==> src/logic/tap_pkg.sv <==
package tap_pkg;
  // register byte offsets on the lite bus
  localparam logic [7:0] CTRL_OFS   = 8'h00; // options and axis enables
  localparam logic [7:0] THRESH_OFS = 8'h04; // per-axis tap thresholds
  localparam logic [7:0] LAT_OFS    = 8'h08; // latency interval, cycles
  localparam logic [7:0] WIN_OFS    = 8'h0c; // second-pulse window, cycles
  localparam logic [7:0] STAT_OFS   = 8'h10; // event status, read clears when events are latched
  localparam logic [7:0] MASK_OFS   = 8'h14; // interrupt mask, status layout

  // control register fields
  localparam int LATCH_BIT = 0; // keep events until status is read
  localparam int IGN_BIT   = 1; // ignore latency interval
  localparam int SP_LSB    = 2; // single-pulse enables x,y,z
  localparam int DP_LSB    = 5; // double_pulse_axis_enable x,y,z
  localparam int CTRL_W    = 8;

  // threshold register fields, one byte per axis
  localparam int THR_W   = 8;
  localparam int THR_LSB = 0;

  // status and mask fields
  localparam int EVT_BIT = 0; // combined event detected
  localparam int DBL_BIT = 1; // double tap recognised
  localparam int AXF_LSB = 2; // per-axis detected x,y,z
  localparam int DIR_LSB = 5; // per-axis direction x,y,z (1 = negative)
  localparam int STAT_W  = 8;

  // reset values
  localparam logic [31:0] CTRL_RST   = 32'h0000_00fd;
  localparam logic [31:0] THRESH_RST = 32'h0010_1010;
  localparam logic [31:0] LAT_RST    = 32'h0000_0010;
  localparam logic [31:0] WIN_RST    = 32'h0000_0040;
  localparam logic [31:0] MASK_RST   = 32'h0000_0000;

  // bus responses
  localparam logic [1:0] RESP_OKAY   = 2'h0;
  localparam logic [1:0] RESP_DECERR = 2'h3;

  // double tap recogniser states
  typedef enum logic [0:0] {DT_IDLE, DT_ARMED} dt_state_t;
endpackage

==> src/logic/tap_if.sv <==
`timescale 1ns/1ps
// per-axis qualified tap pulses between qualifier and recogniser
interface tap_if;
  logic [2:0] pulse; // one-cycle tap per axis
  logic [2:0] dir;   // sign of the tap, 1 = negative
  modport src (output pulse, output dir);
  modport snk (input pulse, input dir);
endinterface

==> src/logic/tap_qualifier.sv <==
`timescale 1ns/1ps
module tap_qualifier (
  // clock and reset
  input  wire logic                       sys_clk,
  input  wire logic                       nrst,
  // sample stream, same clock domain
  input  wire logic                       sample_valid,
  input  wire logic [3*tap_pkg::THR_W-1:0] sample_mag,
  input  wire logic [2:0]                 sample_neg,
  input  wire logic [3*tap_pkg::THR_W-1:0] thresh,
  // qualified taps
  tap_if.src                              tap
);
  logic [2:0] above_q; // axis currently above its threshold
  logic [2:0] above_d;
  logic [2:0] ge_vec;  // sample reaches threshold this cycle
  logic [2:0] pulse_q;
  logic [2:0] pulse_d;
  logic [2:0] dir_q;
  logic [2:0] dir_d;

  // compare and edge detect; one tap per crossing so a long shock
  // does not count as a burst of taps
  always_comb begin
    above_d = above_q;
    pulse_d = 3'h0;
    dir_d   = dir_q;
    for (int i = 0; i < 3; i++) begin
      ge_vec[i] = sample_mag[i*tap_pkg::THR_W +: tap_pkg::THR_W]
                  >= thresh[i*tap_pkg::THR_W +: tap_pkg::THR_W];
      if (sample_valid) begin
        // below threshold: disregarded, only re-arms the edge
        above_d[i] = ge_vec[i];
        if (ge_vec[i] && !above_q[i]) begin
          pulse_d[i] = 1'b1;
          dir_d[i]   = sample_neg[i];
        end
      end
    end
  end

  // register state
  always_ff @(posedge sys_clk or negedge nrst) begin
    if (!nrst) begin
      above_q <= 3'h0;
      pulse_q <= 3'h0;
      dir_q   <= 3'h0;
    end else begin
      above_q <= above_d;
      pulse_q <= pulse_d;
      dir_q   <= dir_d;
    end
  end

  assign tap.pulse = pulse_q;
  assign tap.dir   = dir_q;
endmodule

==> src/logic/double_tap_detector.sv <==
// Decided for this implementation: the register offsets and register access over AXI4-Lite.
`timescale 1ns/1ps
module double_tap_detector #(
  parameter int CNT_W = 16 // width of latency and window counts
) (
  // clock and reset
  input  wire logic           sys_clk,
  input  wire logic           nrst,
  // acceleration samples, same clock domain
  input  wire logic           sample_valid,
  input  wire logic [23:0]    sample_mag,
  input  wire logic [2:0]     sample_neg,
  // lite bus write address
  input  wire logic           s_axi_awvalid,
  output logic                s_axi_awready,
  input  wire logic [7:0]     s_axi_awaddr,
  // lite bus write data
  input  wire logic           s_axi_wvalid,
  output logic                s_axi_wready,
  input  wire logic [31:0]    s_axi_wdata,
  input  wire logic [3:0]     s_axi_wstrb,
  // lite bus write response
  output logic                s_axi_bvalid,
  input  wire logic           s_axi_bready,
  output logic [1:0]          s_axi_bresp,
  // lite bus read address
  input  wire logic           s_axi_arvalid,
  output logic                s_axi_arready,
  input  wire logic [7:0]     s_axi_araddr,
  // lite bus read data
  output logic                s_axi_rvalid,
  input  wire logic           s_axi_rready,
  output logic [31:0]         s_axi_rdata,
  output logic [1:0]          s_axi_rresp,
  // interrupt
  output logic                irq
);
  // refuse counter widths the registers cannot hold
  if (CNT_W < 2 || CNT_W > 32) begin : g_bad_cnt
    $error("CNT_W must lie between 2 and 32");
  end

  tap_if tap ();

  // configuration registers
  logic [31:0]              ctrl_q, ctrl_d;
  logic [31:0]              thr_q, thr_d;
  logic [31:0]              lat_q, lat_d;
  logic [31:0]              win_q, win_d;
  logic [31:0]              mask_q, mask_d;
  logic [tap_pkg::STAT_W-1:0] stat_q, stat_d; // event status
  logic                     irq_d;

  // decoded options
  logic                     latch_en;   // events sticky until read
  logic                     ign_lat;    // latency bypass
  logic [2:0]               sp_en;      // single-pulse enables
  logic [2:0]               dp_en;      // double_pulse_axis_enable
  logic [CNT_W-1:0]         lat_cfg;
  logic [CNT_W-1:0]         win_cfg;

  // bus slave state
  logic                     aw_hold_q, aw_hold_d; // address taken
  logic [7:0]               aw_addr_q, aw_addr_d;
  logic                     w_hold_q, w_hold_d;   // data taken
  logic [31:0]              w_data_q, w_data_d;
  logic [3:0]               w_strb_q, w_strb_d;
  logic                     bvalid_q, bvalid_d;
  logic [1:0]               bresp_q, bresp_d;
  logic                     rvalid_q, rvalid_d;
  logic [31:0]              rdata_q, rdata_d;
  logic [1:0]               rresp_q, rresp_d;
  logic                     wr_go;      // both halves present
  logic                     rd_go;      // read address handshake
  logic                     rd_stat;    // read of status this cycle

  // recogniser state
  tap_pkg::dt_state_t       st_q, st_d;
  logic [CNT_W-1:0]         el_q, el_d;  // cycles since first pulse
  logic [2:0]               dp_pulse;    // taps on double-enabled axes
  logic [2:0]               sp_pulse;    // taps on single-enabled axes
  logic                     expire;      // window ran out
  logic                     first_tap;   // tap that opens a window
  logic                     dbl_hit;     // double tap recognised
  logic [2:0]               axis_hit;    // axes reporting this event
  logic                     evt_any;     // any single or double event
  logic [tap_pkg::STAT_W-1:0] ev_vec;   // event in status layout

  // byte-lane merge for register writes
  function automatic logic [31:0] merge(input logic [31:0] old,
                                        input logic [31:0] nw,
                                        input logic [3:0]  strb);
    logic [31:0] r;
    r = old;
    for (int b = 0; b < 4; b++) begin
      if (strb[b]) r[b*8 +: 8] = nw[b*8 +: 8];
    end
    return r;
  endfunction

  // address hits a mapped register
  function automatic logic mapped(input logic [7:0] a);
    return a == tap_pkg::CTRL_OFS || a == tap_pkg::THRESH_OFS ||
           a == tap_pkg::LAT_OFS  || a == tap_pkg::WIN_OFS    ||
           a == tap_pkg::STAT_OFS || a == tap_pkg::MASK_OFS;
  endfunction

  // per-axis threshold compare and edge detection
  tap_qualifier u_qual (
    .sys_clk      (sys_clk),
    .nrst         (nrst),
    .sample_valid (sample_valid),
    .sample_mag   (sample_mag),
    .sample_neg   (sample_neg),
    .thresh       (thr_q[23:0]),
    .tap          (tap.src)
  );

  // option decode
  assign latch_en = ctrl_q[tap_pkg::LATCH_BIT];
  assign ign_lat  = ctrl_q[tap_pkg::IGN_BIT];
  assign sp_en    = ctrl_q[tap_pkg::SP_LSB +: 3];
  assign dp_en    = ctrl_q[tap_pkg::DP_LSB +: 3];
  assign lat_cfg  = lat_q[CNT_W-1:0];
  assign win_cfg  = win_q[CNT_W-1:0];

  // bus handshakes; a write completes once both halves are held
  assign wr_go   = aw_hold_q && w_hold_q && !bvalid_q;
  assign rd_go   = s_axi_arvalid && !rvalid_q;
  assign rd_stat = rd_go && s_axi_araddr == tap_pkg::STAT_OFS;

  // tap routing per axis enable
  assign dp_pulse = tap.pulse & dp_en;
  assign sp_pulse = tap.pulse & sp_en;

  // window expiry and double recognition
  always_comb begin
    expire    = st_q == tap_pkg::DT_ARMED && el_q >= win_cfg;
    // latency bypass or elapsed latency, still inside the window
    dbl_hit   = st_q == tap_pkg::DT_ARMED && !expire && (|dp_pulse) &&
                (ign_lat || el_q >= lat_cfg);
    // a tap after expiry is a fresh first pulse
    first_tap = (|dp_pulse) && (st_q == tap_pkg::DT_IDLE || expire);
    axis_hit  = sp_pulse | (dbl_hit ? dp_pulse : 3'h0);
    evt_any   = (|sp_pulse) || dbl_hit;
    ev_vec    = '0;
    ev_vec[tap_pkg::EVT_BIT]         = evt_any;
    ev_vec[tap_pkg::DBL_BIT]         = dbl_hit;
    ev_vec[tap_pkg::AXF_LSB +: 3]    = axis_hit;
    ev_vec[tap_pkg::DIR_LSB +: 3]    = axis_hit & tap.dir;
  end

  // recogniser next state
  always_comb begin
    st_d = st_q;
    el_d = el_q;
    unique case (st_q)
      tap_pkg::DT_IDLE: begin
        if (first_tap) begin
          st_d = tap_pkg::DT_ARMED;
          el_d = '0;
        end
      end
      tap_pkg::DT_ARMED: begin
        if (first_tap) begin
          el_d = '0; // restart window on the new first pulse
        end else if (dbl_hit || expire) begin
          st_d = tap_pkg::DT_IDLE;
        end else if (el_q != {CNT_W{1'b1}}) begin
          el_d = el_q + 1'b1; // taps here are dropped
        end
      end
    endcase
  end

  // recogniser registers
  always_ff @(posedge sys_clk or negedge nrst) begin
    if (!nrst) begin
      st_q <= tap_pkg::DT_IDLE;
      el_q <= '0;
    end else begin
      st_q <= st_d;
      el_q <= el_d;
    end
  end

  // status and interrupt next state
  always_comb begin
    if (latch_en) begin
      // sticky; a new event in the clearing read's cycle survives
      stat_d = (rd_stat ? '0 : stat_q) | (evt_any ? ev_vec : '0);
      irq_d  = |(stat_d & mask_q[tap_pkg::STAT_W-1:0]);
    end else begin
      // most recent event only; interrupt lasts as long as the event
      stat_d = evt_any ? ev_vec : stat_q;
      irq_d  = evt_any && |(ev_vec & mask_q[tap_pkg::STAT_W-1:0]);
    end
  end

  // bus and configuration next state
  always_comb begin
    aw_hold_d = aw_hold_q;
    aw_addr_d = aw_addr_q;
    w_hold_d  = w_hold_q;
    w_data_d  = w_data_q;
    w_strb_d  = w_strb_q;
    bvalid_d  = bvalid_q;
    bresp_d   = bresp_q;
    rvalid_d  = rvalid_q;
    rdata_d   = rdata_q;
    rresp_d   = rresp_q;
    ctrl_d    = ctrl_q;
    thr_d     = thr_q;
    lat_d     = lat_q;
    win_d     = win_q;
    mask_d    = mask_q;
    // capture address and data in either order
    if (s_axi_awvalid && !aw_hold_q) begin
      aw_hold_d = 1'b1;
      aw_addr_d = s_axi_awaddr;
    end
    if (s_axi_wvalid && !w_hold_q) begin
      w_hold_d = 1'b1;
      w_data_d = s_axi_wdata;
      w_strb_d = s_axi_wstrb;
    end
    // commit write; status is read-only and ignores writes
    if (wr_go) begin
      aw_hold_d = 1'b0;
      w_hold_d  = 1'b0;
      bvalid_d  = 1'b1;
      bresp_d   = mapped(aw_addr_q) ? tap_pkg::RESP_OKAY : tap_pkg::RESP_DECERR;
      unique case (aw_addr_q)
        tap_pkg::CTRL_OFS:   ctrl_d = merge(ctrl_q, w_data_q, w_strb_q) & 32'h0000_00ff;
        tap_pkg::THRESH_OFS: thr_d  = merge(thr_q, w_data_q, w_strb_q) & 32'h00ff_ffff;
        tap_pkg::LAT_OFS:    lat_d  = merge(lat_q, w_data_q, w_strb_q);
        tap_pkg::WIN_OFS:    win_d  = merge(win_q, w_data_q, w_strb_q);
        tap_pkg::MASK_OFS:   mask_d = merge(mask_q, w_data_q, w_strb_q) & 32'h0000_00ff;
        default: ;
      endcase
    end
    if (bvalid_q && s_axi_bready) begin
      bvalid_d = 1'b0;
    end
    // read: data one cycle after the address is taken
    if (rd_go) begin
      rvalid_d = 1'b1;
      rresp_d  = mapped(s_axi_araddr) ? tap_pkg::RESP_OKAY : tap_pkg::RESP_DECERR;
      unique case (s_axi_araddr)
        tap_pkg::CTRL_OFS:   rdata_d = ctrl_q;
        tap_pkg::THRESH_OFS: rdata_d = thr_q;
        tap_pkg::LAT_OFS:    rdata_d = lat_q;
        tap_pkg::WIN_OFS:    rdata_d = win_q;
        tap_pkg::STAT_OFS:   rdata_d = {24'h0, stat_q};
        tap_pkg::MASK_OFS:   rdata_d = mask_q;
        default:             rdata_d = 32'h0000_0000;
      endcase
    end else if (rvalid_q && s_axi_rready) begin
      rvalid_d = 1'b0;
    end
  end

  // bus, configuration and status registers
  always_ff @(posedge sys_clk or negedge nrst) begin
    if (!nrst) begin
      aw_hold_q <= 1'b0;
      aw_addr_q <= 8'h00;
      w_hold_q  <= 1'b0;
      w_data_q  <= 32'h0000_0000;
      w_strb_q  <= 4'h0;
      bvalid_q  <= 1'b0;
      bresp_q   <= tap_pkg::RESP_OKAY;
      rvalid_q  <= 1'b0;
      rdata_q   <= 32'h0000_0000;
      rresp_q   <= tap_pkg::RESP_OKAY;
      ctrl_q    <= tap_pkg::CTRL_RST;
      thr_q     <= tap_pkg::THRESH_RST;
      lat_q     <= tap_pkg::LAT_RST;
      win_q     <= tap_pkg::WIN_RST;
      mask_q    <= tap_pkg::MASK_RST;
      stat_q    <= '0;
      irq       <= 1'b0;
    end else begin
      aw_hold_q <= aw_hold_d;
      aw_addr_q <= aw_addr_d;
      w_hold_q  <= w_hold_d;
      w_data_q  <= w_data_d;
      w_strb_q  <= w_strb_d;
      bvalid_q  <= bvalid_d;
      bresp_q   <= bresp_d;
      rvalid_q  <= rvalid_d;
      rdata_q   <= rdata_d;
      rresp_q   <= rresp_d;
      ctrl_q    <= ctrl_d;
      thr_q     <= thr_d;
      lat_q     <= lat_d;
      win_q     <= win_d;
      mask_q    <= mask_d;
      stat_q    <= stat_d;
      irq       <= irq_d;
    end
  end

  // bus outputs straight from flops
  assign s_axi_awready = !aw_hold_q;
  assign s_axi_wready  = !w_hold_q;
  assign s_axi_bvalid  = bvalid_q;
  assign s_axi_bresp   = bresp_q;
  assign s_axi_arready = !rvalid_q;
  assign s_axi_rvalid  = rvalid_q;
  assign s_axi_rdata   = rdata_q;
  assign s_axi_rresp   = rresp_q;
endmodule

==> config.mk <==
export PLATFORM = sky130hd
export DESIGN_NAME = double_tap_detector
export DESIGN_NICKNAME = d
export VERILOG_FILES = /design/src/logic/tap_pkg.sv /design/src/logic/tap_if.sv /design/src/logic/tap_qualifier.sv /design/src/logic/double_tap_detector.sv
export SDC_FILE = /design/constraint.sdc
export NUM_CORES = 1
export LEC_CHECK = 0
export BUFFER_PORTS_ARGS = -buffer_cell sky130_fd_sc_hd__buf_2
export CAP_MARGIN = 20
export CORE_ASPECT_RATIO = 0.5
export CORE_MARGIN = 5
export CORE_UTILIZATION = 55
export DETAILED_ROUTE_END_ITERATION = 6
export GPL_TIMING_DRIVEN = 1
export PLACE_DENSITY = 0.79
export SLEW_MARGIN = 10
export SYNTH_ARGS = -nofsm -noshare
export SYNTH_HDL_FRONTEND = slang
export SYNTH_SLANG_ARGS = --single-unit
==> constraint.sdc <==
create_clock -name sys_clk -period 2.9 [get_ports sys_clk]
set_input_delay 0.145 -clock sys_clk [delete_from_list [all_inputs] [get_ports sys_clk]]
set_output_delay 0.145 -clock sys_clk [all_outputs]
set_load 0.01 [all_outputs]
# Yosys cells after proc, flatten, opt, wreduce, memory -nomap -nowiden
# Cells that the tools add are included.
[op_classes] add_sub_neg=1 n_eq_ne=14 mux=32 order_cmp=5 bitwise=8 reduce_logical=67
[op_table] cell="case mux 32 bit (6 select lines)" count=1
[op_table] cell="two-way mux 16 bit" count=4
[op_table] cell="AND reduction 3 bit" count=14
[op_table] cell="equality test 8 x 4 -> 1 bit (second input constant)" count=4
[op_table] cell="equality test 8 x 5 -> 1 bit (second input constant)" count=4
[op_table] cell=">= comparator 16 bit" count=2
[op_table] cell="two-way mux 8 bit" count=4
[op_table] cell="case mux 16 bit (2 select lines)" count=1
[op_table] cell=">= comparator 8 bit" count=3
[op_table] cell="two-way mux 1 bit" count=18
[op_table] cell="logical AND 1 bit" count=17
[op_table] cell="adder 16 x 1 -> 16 bit (second input constant)" count=1
[op_table] cell="bitwise AND 8 bit" count=2
[op_table] cell="equality test 8 x 3 -> 1 bit (second input constant)" count=2
[op_table] cell="zero test 8 bit" count=2
[op_table] cell="inequality test 16 bit (second input constant)" count=1
[op_table] cell="OR reduction 8 bit" count=2
[op_table] cell="logical OR 1 bit" count=14
[op_table] cell="nonzero test 2 bit" count=5
[op_table] cell="bitwise AND 3 bit" count=3
[op_table] cell="zero test 1 bit" count=8
[op_table] cell="bitwise OR 8 bit" count=1
[op_table] cell="AND reduction 2 bit" count=3
[op_table] cell="OR reduction 3 bit" count=2
[op_table] cell="8 further kinds" count=9
[word_totals] ff_bits=223 word_cells=159

# Logic depth before layout (Yosys ltp)
# Gate-level depths: netlist of run 1.
[logic_depth] depth_word=14 ltp_mapped=11 depth_no_buf=9

# Cells and area by module
# A second synthesis of run 1 with hierarchy kept.
[hier_totals] cells_unflattened=962 area_unflattened_um2=10998.0
[by_module_without_submodules] module="double_tap_detector" n_inst=1 cells_per_inst=865 area_per_inst_um2=10064.7 seq_area_each_um2=5320.1
[by_module_without_submodules] module="tap_qualifier" n_inst=1 cells_per_inst=97 area_per_inst_um2=933.4 seq_area_each_um2=225.2

# Worst setup path before layout of run 1
# Ideal clock, no wire load.
[synth_timing] path_type="flip-flop to flip-flop" from="reg el_q[13]" to="reg el_q[12]" period_less_slack_ns=2.665 setup_slack_ns=0.235 path_stages_with_launch=11 setup_ns=0.134 required_ns=2.766 arrival_ns=2.531 n_path_buf=2 path_cell_list="dfrtp_1 > ha_1 > a211oi_2 > nor2_1 > a2111oi_2 > o211ai_1 > or2_1 > buf_6 > buf_2 > o41ai_1 > a21oi_1"
[synth_via] elab_chain_len=9 elab_cells_between_ends=18 classes_between="order compare (2); eq/ne (4); mux (2); reduce/logical (10)"
[synth_rtl] element="start, declared" line="double_tap_detector.sv:79" text="logic [CNT_W-1:0] el_q, el_d;"
[synth_rtl] element="start signal, assigned" line="double_tap_detector.sv:183" text="el_q <= el_d;"
[synth_rtl] element=">= comparator 16 bit" line="double_tap_detector.sv:138" text="expire = st_q == tap_pkg::DT_ARMED && el_q >= win_cfg;"
[synth_rtl] element="logical AND 1 bit" line="double_tap_detector.sv:138"
[synth_rtl] element="zero test 1 bit" line="double_tap_detector.sv:140" text="dbl_hit = st_q == tap_pkg::DT_ARMED && !expire && (|dp_pulse) &&"
[synth_rtl] element="logical AND 1 bit (3 in series)" line="double_tap_detector.sv:140"
[synth_rtl] element="logical OR 1 bit" line="double_tap_detector.sv:167" text="end else if (dbl_hit || expire) begin"
[synth_rtl] element="inequality test 3 bit (no source line)"
[synth_rtl] element="AND reduction 3 bit (no source line)"
# Several ways; a longest one is shown, not always the timed one.
# A chain may end at the register's enable or synchronous reset.

# Worst setup path after layout of run 1
[layout_timing] from="reg lat_q[4]" to="reg stat_q[7] (netlist name)"
[layout_via] elab_chain_len=9 elab_cells_between_ends=12 classes_between="order compare (1); mux (4); bitwise (3); reduce/logical (4)"
[layout_rtl] element="start, declared" line="double_tap_detector.sv:48" text="logic [31:0] lat_q, lat_d;"
[layout_rtl] element="start signal, assigned" line="double_tap_detector.sv:278" text="lat_q <= tap_pkg::LAT_RST;"
[layout_rtl] element="start signal, assigned" line="double_tap_detector.sv:296" text="lat_q <= lat_d;"
[layout_rtl] element=">= comparator 16 bit *" line="double_tap_detector.sv:141" text="(ign_lat || el_q >= lat_cfg);"
[layout_rtl] element="logical OR 1 bit *" line="double_tap_detector.sv:141"
[layout_rtl] element="logical AND 1 bit *" line="double_tap_detector.sv:140"
[layout_rtl] element="two-way mux 3 bit" line="double_tap_detector.sv:144" text="axis_hit = sp_pulse | (dbl_hit ? dp_pulse : 3'h0);"
[layout_rtl] element="bitwise OR 3 bit" line="double_tap_detector.sv:144"
[layout_rtl] element="bitwise AND 3 bit" line="double_tap_detector.sv:150" text="ev_vec[tap_pkg::DIR_LSB +: 3] = axis_hit & tap.dir;"
[layout_rtl] element="two-way mux 8 bit" line="double_tap_detector.sv:191" text="stat_d = (rd_stat ? '0 : stat_q) | (evt_any ? ev_vec : '0);"
[layout_rtl] element="bitwise OR 8 bit" line="double_tap_detector.sv:191"
[layout_rtl] element="two-way mux 8 bit" line="double_tap_detector.sv:189" text="if (latch_en) begin"
[layout_rtl] element="end signal, assigned" line="double_tap_detector.sv:299" text="stat_q <= stat_d;"
[layout_rtl] element="end, declared" line="double_tap_detector.sv:51" text="logic [tap_pkg::STAT_W-1:0] stat_q, stat_d;"
# Mark *: on every way between the ends. The rest lies on a longest branch, timed or not. The select of a mux whose other input is x is not followed.

==> results of run 1 <==
==> logic make-up after synthesis <==
logic type | synth area share (%)
DFF | 50.7
buffers and inverters | 3.71
adders and majority gates | 6.52
AOI/OAI and AO/OA | 11.9
muxes | 17.7
and+or+nand+nor | 9.45
==> area by class of cell <==
cell class / instances / area [sq um]
Clock buffer: 29 / 596
Multi-Input combinational cell: 635 / 5000
Timing Repair Buffer: 216 / 1470
Fill cell: 1356 / 6240
Clock inverter: 7 / 60.1
Inverter: 67 / 251
Tap cell: 266 / 333
Sequential cell: 221 / 5550
==> placed cells by master, fill, tap and decap left out, types with 34 or more instances in the layout <==
cell type,n
dfrtp_1,208
mux2_2,152
buf_2,127
nand2_1,79
inv_1,66
ha_1,57
o21ai_0,54
dlygate4sd3_1,53
a21oi_1,34
==> repair_timing <==
item	in CTS	in global routing
endpoints found under the setup margin	0	7
setup buffers	0	0
hold buffers	53	0
resized for setup	0	3
endpoints found under the hold margin	147	0
==> tightest hold or removal path: stages <==
cell and delay, ns:
buf_2 0.09, ha_1 0.13, a21oi_1 0.05, a21oi_1 0.14
==> routing by layer <==
| metal | part of all wire, % | up-vias |
|---|---|---|
| met5 | 0.025 | - |
| met4 | 3.2 | 2 |
| met3 | 7.0 | 74 |
| met2 | 47 | 294 |
| met1 | 42 | 4181 |
| li1 | - | 3893 |
==> report_power, final <==
group          total, mW  internal, mW  switching (mW)  leakage, nW
logic               1.67         0.902           0.767         3.05
registers           4.40          3.73           0.669         2.88
clock network       2.66          1.52            1.14        0.330
==> final timing paths <==
check                                   from                  end  slack, ns  cells past startpoint
min                            sample_mag[7]    u_qual.above_q[0]       0.10                      4
min in group asynchronous               nrst            thr_q[22]       0.30                      2
max                                 lat_q[4]            stat_q[7]       0.14                     10
min reg2reg                u_qual.above_q[2]  u_qual.tap.pulse[2]       0.46                      1
max in group asynchronous               nrst            ctrl_q[0]       1.76                      3
max reg2reg                         lat_q[4]            stat_q[7]       0.14                     10
==> state kept, by name, summed over array words and instances (netlist names), 4 cells and up <==
name and flops:
aw_addr_q 8, stat_q 8, w_strb_q 4, thr_q 24
el_q 16, win_q 32, mask_q 8, s_axi_rdata 32
w_data_q 32, lat_q 32, ctrl_q 8
==> stage by stage <==
stage / std cells / power (mW)
finish: 1441 / 8.73
global route: 1441 / 9.16
CTS: 1441 / 8.75
detailed placement: 1352 / 6.03
global placement: 1352 / 5.91
floorplan: 959 / 5.34
==> qor.csv, run 1 <==
metric,value,unit
CTS H-tree lvls,1,
row cnt,36,
most common cell in the netlist,dfrtp_1,
Mean Syn Cell Area,11.4,sq um
Worst setup EP type,register,
cells along the critical path,"inv_1, ha_1, nand2_1, or3_1, o221ai_1, a31o_1, buf_4, or2b_4, o2bb2a_1, o2bb2ai_1",
post-synth net total,1103,
Place WS,0.112,ns
Yosys cell types,61,
critical setup path kind,reg2reg,
Critical Path Source Type,register,
total core area,0.0195,sq mm
"top cells by count, synth","dfrtp_1, mux2_2, nand2_1, inv_1, ha_1",
clk_skew,0.0146,ns
via count,8444,
post-DP HPWL,19.7,mm
RSZ-0062 raised after global routing,no,
Tcrit/Tclk final,95.2,%
max cap viols,0,
CTS Root Cell,clkbuf_16,
post-synth top area share,47.8,%
Worst-Skew Late Latency,0.50,ns
slew margin rel.,42.7,%
GRT Total Usage,24.6,%
CTS Buf Count,20,
CP arrival,3.18,ns
num ports,129,
P&R area growth vs syn,21.3,%
vias in the first global route,8829,
setup TNS,0,ns
antenna violations before repair,1,
Iter 0 DRT Violations,485,
final net count,1305,
Peak supply drop,0.000421,V
DRC viols,0,
CTS tree,built,
busiest layer in global routing,met2,
most used flip-flop cell after synthesis,dfrtp_1,
port bufs,128,
Placed Instance Area,0.0121,sq mm
"CP delay by family, top",compound AO/OA/AOI/OAI gates,
Post-DRT Antenna Nets,0,
Worst Hold Class,in2reg,
wire per inst,19.4,microns
Die Y-Extent,110,microns
first-pass GRT wire length,45.4,mm
Max Transition Viols Final,0,
Synth Instances,959,
Die Wd,209,microns
status,"complete, no violations",
Syn. warnings,0,
Post-Route WL,27.9,mm
layout cells sized above 1,32.0,%
critical path required time,3.32,ns
count of flip-flops with a built-in enable after synthesis,0,
worst-case clock buffer depth,3,
largest area contributor in the netlist,dfrtp_1,
GRT met3 Usage,4.33,%
pwr dens,659,mW/mm^2
Synth Register Bits,221,
Worst-Margin Slew,0.859,ns
buffers plus inverters on the worst setup path,2,
Die Footprint,0.0230,sq mm
largest net degree at the start of global routing,99,
"slowest stage delay, CP",0.55,ns
routability cong.,0.973,
Layout Utilization,68.0,%
setup ws final,0.138,ns
met1 GRT Util,32.3,%
Final Setup Violations,0,
WHS,0.104,ns
ant diodes,0,
sequential fraction of the synthesis area,50.7,%
largest cells by area after synthesis,"dfrtp_1, mux2_2, ha_1",
DR pass1 iterations,5,
Tmin final,2.76,ns
Initial Utilization,56.0,%
Netlist Area Pre-Place,0.0109,sq mm
asr flop ratio synth,100,%
routed vias/inst,5.86,
critical-path maximum fanout,8,
Critical-path top delay cell,dfstp_2,
Peak Freq,362,MHz
"Clk pin slew, worst setup/hold paths",0.07,ns
clock sink total,221,
post-route cell area,0.0133,sq mm
Leak,6.26,nW
met2 Use GR,42.5,%
grt ovf,0,
Final Hold Violating Endpoints,0,
Power figures use the tool's default switching activity.
==> inputs of run 2 (changes only) <==
- CAP_MARGIN: 20 -> 5
- CORE_UTILIZATION: 55 -> 50
- PLACE_DENSITY: 0.79 -> 0.73
==> qor.csv, run 2 (synthesized netlist as in run 1, its figures left out) <==
metric,value,unit,change
RSZ-0062 raised after global routing,no,,unchanged
Tmin final,2.72,ns,was 2.76 ns
Die Footprint,0.0251,sq mm,was 0.0230 sq mm
Iter 0 DRT Violations,513,,was 485
Peak Freq,368,MHz,was 362 MHz
Peak supply drop,0.000512,V,was 0.000421 V
Initial Utilization,50.6,%,was 56.0%
Clk pwr share,30.0,%,was 30.5%
via count,8265,,was 8444
worst-case clock buffer depth,3,,unchanged
Place WS,0.0675,ns,was 0.112 ns
cell internal pwr,6.06,mW,was 6.15 mW
Worst-Margin Slew,0.750,ns,was 0.859 ns
DRC viols,0,,unchanged
Sequential Power Share,50.8,%,was 50.4%
Max Transition Viols Final,0,,unchanged
post-DP HPWL,20.0,mm,was 19.7 mm
Final Setup Violations,0,,unchanged
HP Start,sample_mag[7],,unchanged
Worst Hold Class,in2reg,,unchanged
setup ws final,0.184,ns,was 0.138 ns
CTS Root Cell,clkbuf_16,,unchanged
final net count,1307,,was 1305
"slowest stage delay, CP",0.54,ns,was 0.55 ns
P_sw,2.62,mW,was 2.58 mW
cells along the critical path,"inv_1, ha_1, nand2_1, or3_1, o221ai_1, a31o_1, buf_4, or2b_4, o2bb2a_1, o2bb2ai_1",,unchanged
setup TNS,0,ns,unchanged
CTS Buf Count,21,,was 20
largest net degree at the start of global routing,93,,was 99
critical-path maximum fanout,8,,unchanged
DR pass1 iterations,5,,unchanged
Post-Route WL,28.0,mm,was 27.9 mm
"CP delay by family, top",compound AO/OA/AOI/OAI gates,,unchanged
Final Hold Violating Endpoints,0,,unchanged
Worst-Skew Late Latency,0.51,ns,was 0.50 ns
CTS tree,built,,unchanged
first-pass GRT wire length,45.1,mm,was 45.4 mm
Inst Count DP,1387,,was 1352
routed vias/inst,5.60,,was 5.86
layout cells sized above 1,32.0,%,about the same
final non-filler cell total,1477,,was 1441
Multi-input gate area,0.00500,sq mm,unchanged
Setup Buffers After CTS,0,,unchanged
status,"complete, no violations",,unchanged
Die Y-Extent,115,microns,was 110 microns
Leak,6.24,nW,was 6.26 nW
filler cell count,1751,,was 1356
total core area,0.0216,sq mm,was 0.0195 sq mm
vias in the first global route,8418,,was 8829
Layout Utilization,61.6,%,was 68.0%
ant diodes,0,,unchanged
clock sink total,221,,unchanged
combinational share of power,19.2,%,was 19.1%
Critical Path Source Type,register,,unchanged
slew margin rel.,49.9,%,was 42.7%
Reg2Reg Launch Point,lat_q[4],,unchanged
critical path required time,3.33,ns,was 3.32 ns
"Clk pin slew, worst setup/hold paths",0.06,ns,was 0.07 ns
max cap viols,0,,unchanged
routability cong.,0.912,,was 0.973
antenna violations before repair,1,,unchanged
Critical-path top delay cell,dfstp_2,,unchanged
Die Wd,219,microns,was 209 microns
grt ovf,0,,unchanged
P&R area growth vs syn,21.6,%,was 21.3%
Post-DRT Antenna Nets,0,,unchanged
"most common cell after layout, fill and taps aside",dfrtp_1,,unchanged
Worst setup EP type,register,,unchanged
Switching Share,30.2,%,was 29.5%
buffers plus inverters on the worst setup path,2,,unchanged
"commonest non-fill, non-tap cells in the layout","dfrtp_1, mux2_2, buf_2, nand2_1, inv_1",,unchanged
row cnt,38,,was 36
critical setup path kind,reg2reg,,unchanged
num ports,129,,unchanged
CTS H-tree lvls,1,,unchanged
wire per inst,18.9,microns,was 19.4 microns
Placed Instance Area,0.0121,sq mm,about the same
Sequential Area,0.00555,sq mm,unchanged
GRT Total Usage,22.6,%,was 24.6%
CP arrival,3.14,ns,was 3.18 ns
clk_skew,0.0138,ns,was 0.0146 ns
Tcrit/Tclk final,93.6,%,was 95.2%
port bufs,128,,unchanged
post-route cell area,0.0133,sq mm,about the same
pwr dens,653,mW/mm^2,was 659 mW/mm^2
crit path launch,lat_q[4],,unchanged
## run 2: final timing paths
path | to | slack (ns) | depth (start not counted)
max | stat_q[7] | 0.18 | 10
min | u_qual.above_q[0] | 0.08 | 4
max reg2reg | stat_q[7] | 0.18 | 10
min reg2reg | u_qual.tap.pulse[2] | 0.46 | 1
max in group asynchronous | win_q[6] | 1.81 | 3
min in group asynchronous | thr_q[22] | 0.20 | 2
## run 2: worst register-to-register path, stage by stage, from the launching register on
cell	delay, ns
dfstp_2	0.54
inv_1	0.04
ha_1	0.26
nand2_1	0.04
or3_1	0.35
o221ai_1	0.28
a31o_1	0.22
buf_4	0.12
or2b_4	0.32
o2bb2a_1	0.33
o2bb2ai_1	0.15
## run 2: area by class of cell
| cell class | instances | area share [%] |
|---|---|---|
| flip-flops and latches | 221 | 41.7 |
| multi-input cells | 635 | 37.7 |
| repair buffers | 217 | 11.1 |
| clock buffers | 29 | 4.41 |
| well taps | 300 | 2.82 |
| inverters | 67 | 1.89 |
| clock inverters | 8 | 0.367 |
## run 2: per-stage QoR
step | power (mW) | hold slack, ns
6_report | 8.68 | 0.0792
3_3_place_gp | 5.95 | 0.187
4_1_cts | 8.73 | 0.0686
3_5_place_dp | 6.05 | 0.193
2_1_floorplan | 5.34 | -0.151
5_1_grt | 9.15 | 0.102
## run 2: per-layer routing
layer  up-vias  global-route usage (%)  wire length, microns
met5         -                       0                    13
met4         2                    5.35                   693
met3        51                    4.04                  1360
met2       198                    36.9                 13000
met1      4116                    32.0                 12900
li1       3898                       -                     -
## run 2: what timing repair did
| action | 4_1_cts | 5_1_grt |
|---|---|---|
| hold buffers | 53 | 0 |
| gates resized for setup | 0 | 4 |
| hold endpoints to repair | 132 | 0 |
| setup endpoints to repair | 0 | 13 |
## run 2: power groups by stage
| stage | combinational (mW) | sequential [mW] | clock (mW) |
|---|---|---|---|
| floorplan | 1.16 | 4.17 | 0 |
| global placement | 1.55 | 4.40 | 0 |
| detailed placement | 1.61 | 4.44 | 0 |
| CTS | 1.68 | 4.40 | 2.66 |
| global route | 1.85 | 4.50 | 2.80 |
| finish | 1.67 | 4.41 | 2.60 |
